[src/common/sweep_consts.svh]
`ifndef SWEEP_CONSTS_SVH
`define SWEEP_CONSTS_SVH

// Register indices on the plain register port.
`define REG_FREQ_MIN 4'h0
`define REG_FREQ_MAX 4'h1
`define REG_STEP_MIN 4'h2
`define REG_CONFIG 4'h3
`define REG_STATUS 4'h4

// Field positions.
`define CFG_LIMIT_BIT 8
`define CFG_EXT_BIT 9
`define STAT_BUSY_BIT 0

// Reset values.
`define FREQ_MIN_RST 32'h00002328
`define FREQ_MAX_RST 32'hb2d05e00
`define STEP_MIN_RST 32'h00000001
`define ATT_MAX_RST 8'h2d

// Argument limits.
`define HOLD_MAX_MS 32'h00007530
`define BAND_SPLIT_HZ 32'h01c9c380
`define TABLE_DEPTH 7'h64
`define NOT_MEASURED_VALUE 16'h8044

// Reply texts, left aligned, eleven characters at most.
`define TEXT_ACCEPT 88'h5346443d4f4b0d0a000000
`define TEXT_ERROR 88'h5346443d45525220000d0a
`define TEXT_END 88'h5346445f454e440d0a0000
`define TEXT_ABORT 88'h53424b3d4f4b0d0a000000
`define LEN_ACCEPT 4'h8
`define LEN_ERROR 4'hb
`define LEN_END 4'h9
`define LEN_ABORT 4'h8
`define ERR_DIGIT_POS 4'h8
`define ASCII_ZERO 8'h30

`endif

[src/common/sweep_pkg.sv]
package sweep_pkg;

  typedef enum logic [2:0] {
    ST_IDLE = 3'b000,
    ST_MSG = 3'b001,
    ST_FIND = 3'b010,
    ST_TUNE = 3'b011,
    ST_WAIT = 3'b100,
    ST_SEND = 3'b101
  } sweep_state_e;

  typedef enum logic [1:0] {
    MSG_ACCEPT = 2'b00,
    MSG_ERROR = 2'b01,
    MSG_END = 2'b10,
    MSG_ABORT = 2'b11
  } msg_kind_e;

  typedef struct packed {
    sweep_state_e st;
    msg_kind_e kind;
    logic [3:0] code;
    logic [3:0] cidx;
    logic [7:0] tx_data;
    logic tx_valid;
    logic [31:0] fmin;
    logic [31:0] fmax;
    logic [31:0] min_step;
    logic [7:0] max_att;
    logic limit_on;
    logic ext_opt;
    logic [31:0] rdata;
    logic [31:0] start;
    logic [31:0] stop;
    logic [31:0] step;
    logic [31:0] freq;
    logic tbl_mode;
    logic [6:0] tidx;
    logic [6:0] tcnt;
    logic [5:0] mask;
    logic smart;
    logic [15:0] hold;
    logic [15:0] dwell;
    logic dwell_min;
    logic [3:0] rbw;
    logic [7:0] floor;
    logic preamp;
    logic presel;
    logic att_auto;
    logic tune;
    logic [2:0] didx;
    logic hi;
    logic [95:0] vals;
    logic [5:0] meas;
    logic abort_pend;
    logic [3:0] last_err;
  } sweep_s;

endpackage : sweep_pkg

[src/sweep_command_interpreter.sv]
// The register offsets and the address-and-strobe port were chosen for this implementation.
`timescale 1ns/1ns
`default_nettype none
`include "sweep_consts.svh"

module sweep_command_interpreter
  import sweep_pkg::*;
(
  // Clock and reset.
  input wire logic clk_sys_i,
  input wire logic rstn_i,
  // Register port.
  input wire logic [3:0] reg_addr_i,
  input wire logic [31:0] reg_wdata_i,
  input wire logic reg_wr_i,
  input wire logic reg_rd_i,
  output logic [31:0] reg_rdata_o,
  // Parsed sweep setup command.
  input wire logic cmd_valid_i,
  output logic cmd_ready_o,
  input wire logic [31:0] cmd_start_i,
  input wire logic [31:0] cmd_stop_i,
  input wire logic [31:0] cmd_step_i,
  input wire logic [63:0] cmd_det_i,
  input wire logic [3:0] cmd_det_len_i,
  input wire logic [31:0] cmd_hold_i,
  input wire logic [7:0] cmd_rbw_i,
  input wire logic [15:0] cmd_att_i,
  input wire logic [23:0] cmd_preamp_i,
  input wire logic [1:0] cmd_preamp_len_i,
  input wire logic [23:0] cmd_presel_i,
  input wire logic [1:0] cmd_presel_len_i,
  input wire logic cmd_dwell_present_i,
  input wire logic [15:0] cmd_dwell_i,
  // Abort command strobe.
  input wire logic abort_i,
  // Scan table writes.
  input wire logic tbl_wr_i,
  input wire logic [6:0] tbl_idx_i,
  input wire logic [31:0] tbl_freq_i,
  // Measurement front end.
  output logic tune_o,
  output logic [31:0] tune_freq_o,
  output logic [5:0] det_mask_o,
  output logic smart_o,
  output logic [15:0] hold_ms_o,
  output logic [15:0] dwell_ms_o,
  output logic dwell_min_o,
  output logic [3:0] rbw_o,
  output logic att_auto_o,
  output logic [7:0] att_floor_o,
  output logic preamp_o,
  output logic presel_o,
  output logic sweeping_o,
  input wire logic meas_valid_i,
  input wire logic [95:0] meas_values_i,
  input wire logic [5:0] meas_done_i,
  // Reply byte stream.
  output logic [7:0] tx_data_o,
  output logic tx_valid_o,
  input wire logic tx_ready_i
);

  sweep_s r;
  sweep_s n;
  logic [31:0] tbl [100];
  logic [6:0] dec [8];
  logic [5:0] det_mask;
  logic det_smart;
  logic det_bad;
  logic [2:0] alt_cnt;
  logic [1:0] pa_chk;
  logic [1:0] ps_chk;
  logic [3:0] chk_err;
  logic e1, e2, e3, e4, e5, e6;
  logic [31:0] step_eff;
  logic [32:0] freq_sum;
  logic [31:0] tbl_entry;
  logic tx_free;
  logic [87:0] text;
  logic [3:0] text_len;
  logic [15:0] cur_val;

  // Letter decode: bit order matches the output order, bit 6 is the smart letter.
  function automatic logic [6:0] letter_code(input logic [7:0] c);
    case (c)
      8'h50: letter_code = 7'h01;
      8'h51: letter_code = 7'h02;
      8'h52: letter_code = 7'h04;
      8'h41: letter_code = 7'h08;
      8'h4e: letter_code = 7'h10;
      8'h43: letter_code = 7'h20;
      8'h53: letter_code = 7'h40;
      default: letter_code = 7'h00;
    endcase
  endfunction : letter_code

  // Returns {valid, on} for an ON or OFF string in any case.
  function automatic logic [1:0] on_off(input logic [23:0] s, input logic [1:0] len);
    logic [7:0] c0;
    logic [7:0] c1;
    logic [7:0] c2;
    c0 = s[7:0] & 8'hdf;
    c1 = s[15:8] & 8'hdf;
    c2 = s[23:16] & 8'hdf;
    if (len == 2'h2 && c0 == 8'h4f && c1 == 8'h4e) begin
      on_off = 2'h3;
    end else if (len == 2'h3 && c0 == 8'h4f && c1 == 8'h46 && c2 == 8'h46) begin
      on_off = 2'h2;
    end else begin
      on_off = 2'h0;
    end
  endfunction : on_off

  for (genvar gi = 0; gi < 8; gi++) begin : g_letter
    assign dec[gi] = letter_code(cmd_det_i[8*gi +: 8]);
  end

  always_comb begin
    det_mask = 6'h00;
    det_smart = (cmd_det_len_i != 4'h0) && dec[0][6];
    det_bad = (cmd_det_len_i == 4'h0) || (cmd_det_len_i > 4'h8);
    alt_cnt = 3'h0;
    for (int i = 0; i < 8; i++) begin
      if (4'(i) < cmd_det_len_i) begin
        if (dec[i] == 7'h00) det_bad = 1'b1;
        if (dec[i][6] && i != 0) det_bad = 1'b1;
        if (det_smart && dec[i][0]) det_bad = 1'b1;
        det_mask = det_mask | dec[i][5:0];
      end
    end
    for (int i = 1; i < 6; i++) begin
      alt_cnt = alt_cnt + 3'(det_mask[i]);
    end
  end

  assign pa_chk = on_off(cmd_preamp_i, cmd_preamp_len_i);
  assign ps_chk = on_off(cmd_presel_i, cmd_presel_len_i);
  assign e1 = (cmd_start_i < r.fmin) || (cmd_stop_i > r.fmax)
      || (cmd_start_i > cmd_stop_i);
  assign e2 = (!cmd_step_i[31] && cmd_step_i != 32'h0 && cmd_step_i < r.min_step)
      || (cmd_step_i == 32'h0 && r.tcnt < 7'h02);
  assign e3 = det_bad || (det_smart && (!r.limit_on || alt_cnt != 3'h1));
  assign e4 = cmd_hold_i[31] || (cmd_hold_i > `HOLD_MAX_MS);
  assign e5 = (cmd_rbw_i == 8'h00) || (cmd_rbw_i > 8'h0a)
      || ((cmd_rbw_i == 8'h09 || cmd_rbw_i == 8'h0a)
          && (!r.ext_opt || cmd_start_i <= `BAND_SPLIT_HZ))
      || (cmd_rbw_i == 8'h07 && cmd_stop_i > `BAND_SPLIT_HZ)
      || (det_mask[1] && cmd_rbw_i != 8'h06 && cmd_rbw_i != 8'h07
          && cmd_rbw_i != 8'h0a);
  assign e6 = cmd_att_i[15] || (cmd_att_i > {8'h00, r.max_att})
      || ((cmd_att_i[7:0] % 8'h05) != 8'h00);
  assign chk_err = e1 ? 4'h1 : e2 ? 4'h2 : e3 ? 4'h3 : e4 ? 4'h4 : e5 ? 4'h5 : e6 ? 4'h6
      : !pa_chk[1] ? 4'h7 : !ps_chk[1] ? 4'h8 : 4'h0;

  assign step_eff = r.step[31] ? r.min_step : r.step;
  assign freq_sum = {1'b0, r.freq} + {1'b0, step_eff};
  assign tbl_entry = tbl[r.tidx];
  assign tx_free = !r.tx_valid || tx_ready_i;
  assign cur_val = r.meas[r.didx] ? r.vals[16*r.didx +: 16] : `NOT_MEASURED_VALUE;

  always_comb begin
    case (r.kind)
      MSG_ACCEPT: begin
        text = `TEXT_ACCEPT;
        text_len = `LEN_ACCEPT;
      end
      MSG_ERROR: begin
        text = `TEXT_ERROR;
        text_len = `LEN_ERROR;
      end
      MSG_END: begin
        text = `TEXT_END;
        text_len = `LEN_END;
      end
      default: begin
        text = `TEXT_ABORT;
        text_len = `LEN_ABORT;
      end
    endcase
  end

  always_comb begin
    n = r;
    n.tune = 1'b0;
    n.rdata = 32'h0;
    if (r.tx_valid && tx_ready_i) n.tx_valid = 1'b0;
    if (reg_wr_i) begin
      case (reg_addr_i)
        `REG_FREQ_MIN: n.fmin = reg_wdata_i;
        `REG_FREQ_MAX: n.fmax = reg_wdata_i;
        `REG_STEP_MIN: n.min_step = reg_wdata_i;
        `REG_CONFIG: begin
          n.max_att = reg_wdata_i[7:0];
          n.limit_on = reg_wdata_i[`CFG_LIMIT_BIT];
          n.ext_opt = reg_wdata_i[`CFG_EXT_BIT];
        end
        default: n.rdata = 32'h0;
      endcase
    end
    if (reg_rd_i) begin
      case (reg_addr_i)
        `REG_FREQ_MIN: n.rdata = r.fmin;
        `REG_FREQ_MAX: n.rdata = r.fmax;
        `REG_STEP_MIN: n.rdata = r.min_step;
        `REG_CONFIG: n.rdata = {22'h0, r.ext_opt, r.limit_on, r.max_att};
        `REG_STATUS: n.rdata = {17'h0, r.tcnt, r.last_err, 3'h0, (r.st != ST_IDLE)};
        default: n.rdata = 32'h0;
      endcase
    end
    if (tbl_wr_i && tbl_idx_i < `TABLE_DEPTH && r.st == ST_IDLE) begin
      n.tcnt = tbl_idx_i + 7'h01;
    end
    if (abort_i && r.att_auto) n.abort_pend = 1'b1;
    case (r.st)
      ST_IDLE: begin
        n.abort_pend = 1'b0;
        if (cmd_valid_i) begin
          n.st = ST_MSG;
          n.cidx = 4'h0;
          n.code = chk_err;
          n.last_err = chk_err;
          n.kind = (chk_err == 4'h0) ? MSG_ACCEPT : MSG_ERROR;
          if (chk_err == 4'h0) begin
            n.start = cmd_start_i;
            n.stop = cmd_stop_i;
            n.step = cmd_step_i;
            n.freq = cmd_start_i;
            n.tbl_mode = (cmd_step_i == 32'h0);
            n.tidx = 7'h00;
            n.smart = det_smart;
            n.mask = det_smart ? (det_mask | 6'h01) : det_mask;
            n.hold = cmd_hold_i[15:0];
            n.dwell = cmd_dwell_present_i ? cmd_dwell_i : 16'h0000;
            n.dwell_min = !cmd_dwell_present_i || !det_smart;
            n.rbw = cmd_rbw_i[3:0];
            n.floor = cmd_att_i[7:0];
            n.preamp = pa_chk[0];
            n.presel = ps_chk[0];
            n.att_auto = 1'b1;
          end
        end
      end
      ST_MSG: begin
        if (tx_free) begin
          if (r.cidx < text_len) begin
            n.tx_valid = 1'b1;
            n.tx_data = (r.kind == MSG_ERROR && r.cidx == `ERR_DIGIT_POS)
                ? (`ASCII_ZERO + {4'h0, r.code}) : text[8'd87 - {r.cidx, 3'h0} -: 8];
            n.cidx = r.cidx + 4'h1;
          end else if (r.kind == MSG_ACCEPT) begin
            n.st = r.abort_pend ? ST_MSG : (r.tbl_mode ? ST_FIND : ST_TUNE);
            n.kind = MSG_ABORT;
            n.cidx = 4'h0;
          end else begin
            n.st = ST_IDLE;
            n.att_auto = 1'b0;
          end
        end
      end
      ST_FIND: begin
        if (r.abort_pend) begin
          n.st = ST_MSG;
          n.kind = MSG_ABORT;
          n.cidx = 4'h0;
        end else if (r.tidx >= r.tcnt) begin
          n.st = ST_MSG;
          n.kind = MSG_END;
          n.cidx = 4'h0;
        end else if (tbl_entry < r.start || tbl_entry > r.stop) begin
          n.tidx = r.tidx + 7'h01;
        end else begin
          n.freq = tbl_entry;
          n.tidx = r.tidx + 7'h01;
          n.st = ST_TUNE;
        end
      end
      ST_TUNE: begin
        if (r.abort_pend) begin
          n.st = ST_MSG;
          n.kind = MSG_ABORT;
          n.cidx = 4'h0;
        end else begin
          n.tune = 1'b1;
          n.st = ST_WAIT;
        end
      end
      ST_WAIT: begin
        if (r.abort_pend) begin
          n.st = ST_MSG;
          n.kind = MSG_ABORT;
          n.cidx = 4'h0;
        end else if (meas_valid_i) begin
          n.vals = meas_values_i;
          n.meas = meas_done_i;
          n.didx = 3'h0;
          n.hi = 1'b0;
          n.st = ST_SEND;
        end
      end
      ST_SEND: begin
        if (tx_free) begin
          if (r.abort_pend) begin
            n.st = ST_MSG;
            n.kind = MSG_ABORT;
            n.cidx = 4'h0;
          end else if (r.didx == 3'h6) begin
            n.freq = freq_sum[31:0];
            if (r.tbl_mode) begin
              n.st = ST_FIND;
            end else if (freq_sum > {1'b0, r.stop}) begin
              n.st = ST_MSG;
              n.kind = MSG_END;
              n.cidx = 4'h0;
            end else begin
              n.st = ST_TUNE;
            end
          end else if (!r.mask[r.didx]) begin
            n.didx = r.didx + 3'h1;
          end else begin
            n.tx_valid = 1'b1;
            n.tx_data = r.hi ? cur_val[15:8] : cur_val[7:0];
            n.hi = !r.hi;
            if (r.hi) n.didx = r.didx + 3'h1;
          end
        end
      end
      default: n.st = ST_IDLE;
    endcase
  end

  always_ff @(posedge clk_sys_i or negedge rstn_i) begin
    if (!rstn_i) begin
      r <= '0;
      r.st <= ST_IDLE;
      r.fmin <= `FREQ_MIN_RST;
      r.fmax <= `FREQ_MAX_RST;
      r.min_step <= `STEP_MIN_RST;
      r.max_att <= `ATT_MAX_RST;
    end else begin
      r <= n;
    end
  end

  always_ff @(posedge clk_sys_i) begin
    if (tbl_wr_i && tbl_idx_i < `TABLE_DEPTH && r.st == ST_IDLE) begin
      tbl[tbl_idx_i] <= tbl_freq_i;
    end
  end

  assign cmd_ready_o = (r.st == ST_IDLE);
  assign reg_rdata_o = r.rdata;
  assign tune_o = r.tune;
  assign tune_freq_o = r.freq;
  assign det_mask_o = r.mask;
  assign smart_o = r.smart;
  assign hold_ms_o = r.hold;
  assign dwell_ms_o = r.dwell;
  assign dwell_min_o = r.dwell_min;
  assign rbw_o = r.rbw;
  assign att_auto_o = r.att_auto;
  assign att_floor_o = r.floor;
  assign preamp_o = r.preamp;
  assign presel_o = r.presel;
  assign sweeping_o = r.att_auto;
  assign tx_data_o = r.tx_data;
  assign tx_valid_o = r.tx_valid;

  a_err_no_start: assert property (@(posedge clk_sys_i) disable iff (!rstn_i)
    (r.st == ST_IDLE && cmd_valid_i && chk_err != 4'h0)
    |=> (r.kind == MSG_ERROR && r.code == $past(chk_err) && !r.att_auto))
    else $error("error reply missing or sweep started");
  a_ok_starts: assert property (@(posedge clk_sys_i) disable iff (!rstn_i)
    (r.st == ST_IDLE && cmd_valid_i && chk_err == 4'h0)
    |=> (r.kind == MSG_ACCEPT && r.att_auto && r.freq == $past(cmd_start_i)))
    else $error("valid command did not start a sweep");
  a_tune_in_range: assert property (@(posedge clk_sys_i) disable iff (!rstn_i)
    r.tune |-> (r.freq >= r.start && r.freq <= r.stop))
    else $error("tuned frequency outside sweep range");
  a_att_auto_floor: assert property (@(posedge clk_sys_i) disable iff (!rstn_i)
    (r.st != ST_IDLE && r.kind != MSG_ERROR)
    |-> (att_auto_o && (!$past(att_auto_o) || $stable(att_floor_o))))
    else $error("attenuator left automatic or floor changed during sweep");
  a_smart_two_dets: assert property (@(posedge clk_sys_i) disable iff (!rstn_i)
    (r.smart && r.att_auto) |-> (r.mask[0] && $countones(r.mask) == 2))
    else $error("smart mode detector set is not peak plus one");
  a_tx_hold: assert property (@(posedge clk_sys_i) disable iff (!rstn_i)
    (r.tx_valid && !tx_ready_i) |=> (r.tx_valid && $stable(r.tx_data)))
    else $error("reply byte dropped or changed while stalled");
  a_order_fixed: assert property (@(posedge clk_sys_i) disable iff (!rstn_i)
    (r.st == ST_SEND && $past(r.st) == ST_SEND) |-> (r.didx >= $past(r.didx)))
    else $error("detector order went backwards");
  a_abort_no_tune: assert property (@(posedge clk_sys_i) disable iff (!rstn_i)
    (r.abort_pend && r.st != ST_IDLE) |=> !r.tune)
    else $error("tuning continued after abort");
  a_not_measured_value_sub: assert property (@(posedge clk_sys_i) disable iff (!rstn_i)
    (r.st == ST_SEND && tx_free && !r.abort_pend && r.didx < 3'h6 && r.mask[r.didx]
     && !r.meas[r.didx] && !r.hi) |=> (r.tx_data == 8'h44))
    else $error("unmeasured detector not replaced by reserved value");

endmodule : sweep_command_interpreter

`default_nettype wire

[config.mk]
export PLATFORM = sky130hd
export DESIGN_NAME = sweep_command_interpreter
export DESIGN_NICKNAME = d
export VERILOG_FILES = /design/src/common/sweep_pkg.sv /design/src/sweep_command_interpreter.sv
export VERILOG_INCLUDE_DIRS = /design/src /design/src/common
export SDC_FILE = /design/constraint.sdc
export NUM_CORES = 2
export LEC_CHECK = 0
export BUFFER_PORTS_ARGS = -buffer_cell sky130_fd_sc_hd__buf_2
export CELL_PAD_IN_SITES_DETAIL_PLACEMENT = 1
export CELL_PAD_IN_SITES_GLOBAL_PLACEMENT = 2
export CORE_MARGIN = 5
export CORE_UTILIZATION = 43
export CTS_CLUSTER_SIZE = 40
export DETAILED_ROUTE_END_ITERATION = 8
export PLACE_DENSITY = 0.73
export SYNTH_ARGS = -nofsm -noshare
export SYNTH_HDL_FRONTEND = slang
export SYNTH_SLANG_ARGS = --single-unit
[constraint.sdc]
create_clock -name clk_sys_i -period 6.3 [get_ports clk_sys_i]
set_input_delay 0.63 -clock clk_sys_i [delete_from_list [all_inputs] [get_ports clk_sys_i]]
set_output_delay 0.63 -clock clk_sys_i [all_outputs]
set_load 0.02 [all_outputs]
-- Word-level counts from Yosys, hierarchy flattened
Memories as Yosys holds them, arrays and structs flattened.
Cells that the tools add are included.
- register bits after elaboration: 466
- bits in latches: 0
- RAM bits: 3200
- bits in read-only memories: 0
- output and inout bits: 131
- word-level logic and storage cells: 450
- memories: 1
- memories (memory ; depth ; width ; read ports ; clocked after Yosys merged registers in ; wr ports ; line ; source):
    tbl ; 100 ; 32 ; 1 ; 0 ; 1 ; sweep_command_interpreter.sv:66 ; logic [31:0] tbl [100];
- add/sub/neg operators: 11
- multipliers: 0
- div/mod/pow operators: 1
- $lt $le $gt $ge: 26
- equality and inequality tests: 114
- shift-type cells: 2
- muxes and demuxes: 150
- bitwise logic cells: 8
- reductions and logical operators: 101
- operators with widths (cell ; count):
    $eq A8 B7 Y1 const B ; 56
    $pmux W7 S7 ; 8
    $mux W32 ; 8
    $pmux W75 S3 ; 1
    $mux W106 ; 2
    $pmux W32 S5 ; 1
    $gt A32 B32 Y1 ; 3
    $lt A32 B32 Y1 ; 3
    $pmux W32 S3 ; 1
    $shiftx A96 B8 Y16 ; 1
    $shiftx A95 B9 Y8 ; 1
    $mux W4 ; 21
    $mux W40 ; 2
    $eq A7 B6 Y1 const B ; 8
    $logic_not A7 Y1 ; 8
    $mux W1 ; 48
    $mux W6 ; 8
    $or A6 B6 Y6 ; 7
    $mux W13 ; 3
    $mux W9 ; 4
    $mux W5 ; 7
    $add A32 B32 Y33 ; 1
    $gt A33 B32 Y1 ; 1
    $logic_and A1 B1 Y1 ; 33
    78 further kinds ; 177

-- Depth between registers and ports, before layout
- depth after elaboration: 42
- mapped depth: 25
- gate-level depth less buffers: 22

-- Least setup slack after synthesis
Ideal clock, no wire load.
- kind: reg-to-reg
- start: reg r[174] (netlist name)
- end: reg r, in the netlist tune_freq_o[20]
- library setup time: 154 ps
- data arrival time: 6616 ps
- path slack: -469 ps
- stages on the path, launching flop included: 26
- path buffers: 9
- clock period less this slack: 6769 ps
- cells stage by stage: dfrtp_1 > clkbuf_1 > buf_2 > buf_2 > buf_2 > clkbuf_1 > buf_2 > buf_1 > mux4_2 > mux4_2 > mux2i_1 > o22ai_1 > or2_2 > ha_1 > nand4_1 > nor4_1 > nand4_1 > or3_1 > a21oi_1 > a21oi_1 > o31a_1 > a21oi_1 > and2_1 > clkbuf_1 > clkbuf_1 > a41oi_1
- cells in the longest elaborated chain, start to end: 5
- elaborated cells on any way between the ends: 12
- ends and longest elaborated chain (item ; line ; source):
    from (decl) ; sweep_command_interpreter.sv:64 ; sweep_s r;
    from (signal assigned) ; sweep_command_interpreter.sv:341 ; r <= n;
    $mem_v2 Z100 W32 ; - ;
    $lt A32 B32 Y1 (tied with other cells) ; sweep_command_interpreter.sv:270 ; end else if (tbl_entry < r.start || tbl_entry > r.stop) begin
    $logic_or A1 B1 Y1 / $mux W32 (equally long branches) ; sweep_command_interpreter.sv:270, sweep_command_interpreter.sv:266 ;
    $ne A2 B2 Y1 (no source line) / $mux W32 (equally long branches) ; - ;
    $reduce_and A9 Y1 (no source line) / $pmux W32 S3 (equally long branches) ; - ;
Several ways; a longest one is shown, not always the timed one. The select of a mux whose other input is x is not followed.
A chain may end at the register's enable or synchronous reset.

-- Worst setup path after layout
- start: reg r[174] (netlist name)
- end: reg r, in the netlist tune_freq_o[30]
The elaborated chain is that of the path after synthesis.

==> summary.txt <==
STA
  • Setup TNS: 0 ns
  • Clk_skew: 0.0548 ns
  • Setup violators final: 0
  • RSZ-0062 raised after global routing: no
  • Final min period: 6.14 ns
  • Top achievable clock speed: 163 MHz
  • Final Hold Viols: 0
  • Max Slew Vio Count: 0
  • Period utilization: 0.975
  • Worst-Margin Slew: 1.32 ns
  • Relative slew margins: 0.121

Setup path
  • Worst R2R Start: r[174]
  • Crit path kind: reg -> reg
  • Worst reg-to-reg setup slack: 0.16 ns
  • Arr. time, crit path: 6.99 ns
  • Worst Reg-to-Reg Cells: 22
  • Critical Path Fanout Max: 27
  • Setup crit end kind: flop
  • Startpoint Class: flop
  • Worst Setup SP: r[174]
  • Worst Path Required: 7.15 ns

Hold path
  • Min-Delay Path Class: in -> reg
  • Cell depth of the worst hold path: 2
  • Hold_sp: cmd_step_i[31]

Logic synthesis
  • Register area share after synthesis: 0.704
  • Post-synth ARST share: 0.127
  • Synth top cells by count: edfxtp_1 (3,200), mux4_2 (1,008), dfrtp_1 (444), mux2_2 (330), nand2_1 (314)
  • Syn Inst Count: 8,057
  • Post-synth top area cell: edfxtp_1
  • Seq cells post-synth: 3,666
  • Ys Warns: 0
  • Number of synthesized flops with an enable pin: 3,200
  • Syn_nets: 8,820
  • Synthesized area: 0.153 sq mm
  • Top cells by area, synth: edfxtp_1 (63%), mux4_2 (15%), dfrtp_1 (7.3%)
  • Mean Syn Cell Area: 19.0 sq um
  • Netlist cell types: 85
  • Top_reg_cell synth: edfxtp_1
  • Top-count cell post-synth: edfxtp_1
  • Synth top area share: 0.628

Clock tree
  • CTS tree: built
  • Clock slew seen by the registers of the worst setup and hold paths: 0.06 ns
  • Clock Tree Buf Depth: 4
  • H-tree depth: 5
  • CTS root buf: clkbuf_16
  • Inserted Clock Buffers: 383
  • Worst-Skew Late Latency: 0.96 ns
  • Clk sinks: 3,666

Status
  • Status: finished, final reports clean

Global route
  • GRT busiest layer: met2
  • First-pass GRT wire length: 681,000 um
  • Vias in the first global route: 90,700
  • Overall routing resource usage: 0.258
  • Initial antenna violation count: 60
  • Largest net degree at the start of global routing: 140
  • Met2 Use GR: 0.430
  • M1 GR Usage: 0.337
  • Overflow after GRT: 0
  • Met3 usage: 0.0445

Drt
  • Routed WL: 483,000 um
  • WL per Instance: 33.4 um
  • Number of vias per cell: 5.92
  • Drt first-iter violations: 9,358
  • ANT nets after route: 0
  • Via count: 85,600
  • Initial DRT Pass Iterations: 5
  • DRC errors left: 0

Layout
  • Register Area: 0.108 sq mm
  • Nets@finish: 10,100
  • Fillers: 32,500
  • Core Util, Final: 0.510
  • Area delta synth->final: 18.2%
  • Layout cells sized above 1: 0.341
  • Area of the multi-input gates: 0.0428 sq mm

Pwr
  • Max VDD drop: 0.318 mV
  • Total power: 73.3 mW
  • PwrDens: 405 mW/mm^2
  • P_leak: 63.1 nW

Floorplanning
  • CORE AREA: 0.355 sq mm
  • Die Y: 607 um
  • Chip width: 607 um
  • Num rows: 219
  • Initial Util: 0.431
  • Ports: 606
  • Die area: 0.368 sq mm

Run
  • MaxCap Viol Count: 0

Placed design
  • Final HPWL DP: 316,000 um
  • Port Buffer Count: 599
  • Gpl congestion: 0.912
metrics by stage:
| step | instances | hold slack, ns | worst slack [ns] | cell area (sq um) |
|---|---|---|---|---|
| global route | 14500 | 0.0487 | 0.000595 | 181000 |
| global placement | 13500 | 0.460 | -0.362 | 166000 |
| detailed placement | 13500 | 0.467 | -0.340 | 166000 |
| finish | 14500 | 0.0671 | 0.157 | 181000 |
| floorplan | 8057 | 0.334 | 0.000274 | 153000 |
| CTS | 14400 | 0.00232 | 0.0197 | 180000 |
layout by cell type (no fill, tap or decap), types with 181 or more instances in the layout:
| cell | instances |
|---|---|
| a21oi_1 | 194 |
| edfxtp_1 | 3200 |
| mux4_2 | 1008 |
| inv_1 | 246 |
| buf_4 | 539 |
| dfrtp_1 | 439 |
| buf_2 | 566 |
| dlygate4sd3_1 | 232 |
| nand2_1 | 313 |
| clkbuf_16 | 389 |
| mux2_2 | 329 |
| ha_1 | 285 |
| o21ai_0 | 181 |
state kept, by name (all words and copies together) (netlist names):
signal       cells
reg_rdata_o     32
hold_ms_o       16
presel_o         1
r              337
tx_valid_o       1
tx_data_o        8
preamp_o         1
rbw_o            4
dwell_min_o      1
att_auto_o       1
tune_freq_o     32
dwell_ms_o      16
att_floor_o      8
tbl           3200
smart_o          1
det_mask_o       6
tune_o           1
metal layers:
metal | vias to the layer above | wire [um]
met5 | - | 63
met4 | 10 | 22300
met3 | 724 | 35600
met2 | 3603 | 239000
met1 | 45900 | 186000
li1 | 35400 | -
worst paths after layout:
kind                                   end
hold reg to reg                    smart_o
max in group asynchronous    det_mask_o[3]
setup reg to reg           tune_freq_o[30]
hold / removal                      r[245]
setup / recovery           tune_freq_o[30]
min in group asynchronous  reg_rdata_o[26]
cell families after synthesis:
kind of cell | count (synthesis) | share of synthesized area
adder cells (fa/ha/maj) | 288 | 0.0237
AO/OA/AOI/OAI | 811 | 0.0336
buffers and inverters | 767 | 0.0223
XOR/XNOR | 38 | 0.00217
flip-flops | 3666 | 0.704
AND/OR/NAND/NOR | 1031 | 0.0332
multiplexers | 1456 | 0.181
power breakdown:
group          internal [mW]  switching (mW)  leakage, nW
clock network           12.8            9.72         6.01
logic                   10.3            12.5         22.3
registers               27.2           0.731         34.8
total                   50.3            22.9         63.1
final cells by class:
class,instances,share of cell area
flip-flops and latches,3666,0.596
multi-input cells,3624,0.236
repair buffers,1426,0.0608
clock buffers,476,0.0554
well taps,4751,0.0328
clock inverters,232,0.0131
inverters,251,0.00527
diodes,40,0.000553
what timing repair did:
action | in CTS | in global routing
pin swaps | 2 | 6
endpoints found under the setup margin | 40 | 38
setup buffers | 4 | 24
resized for setup | 15 | 32
gates cloned | 2 | 4
hold buffers | 232 | 0
hold endpoints to repair | 392 | 0
worst max-delay path: stages, from the launching register on:
cell and delay, ns:
dfrtp_4 0.42, buf_12 0.16, buf_4 0.14, buf_12 0.18, buf_4 0.16, buf_12 0.24
mux4_2 0.57, mux4_2 0.51, nand2_1 0.25, a31oi_1 0.21, or2_2 0.45, buf_4 0.18
ha_1 0.28, o21ai_0 0.08, o21ai_0 0.12, a311o_1 0.34, a2111oi_0 0.37, a21oi_1 0.18
o31a_1 0.33, a21oi_2 0.15, and2_4 0.19, buf_12 0.14, mux2_2 0.33
Power figures use the tool's default switching activity.
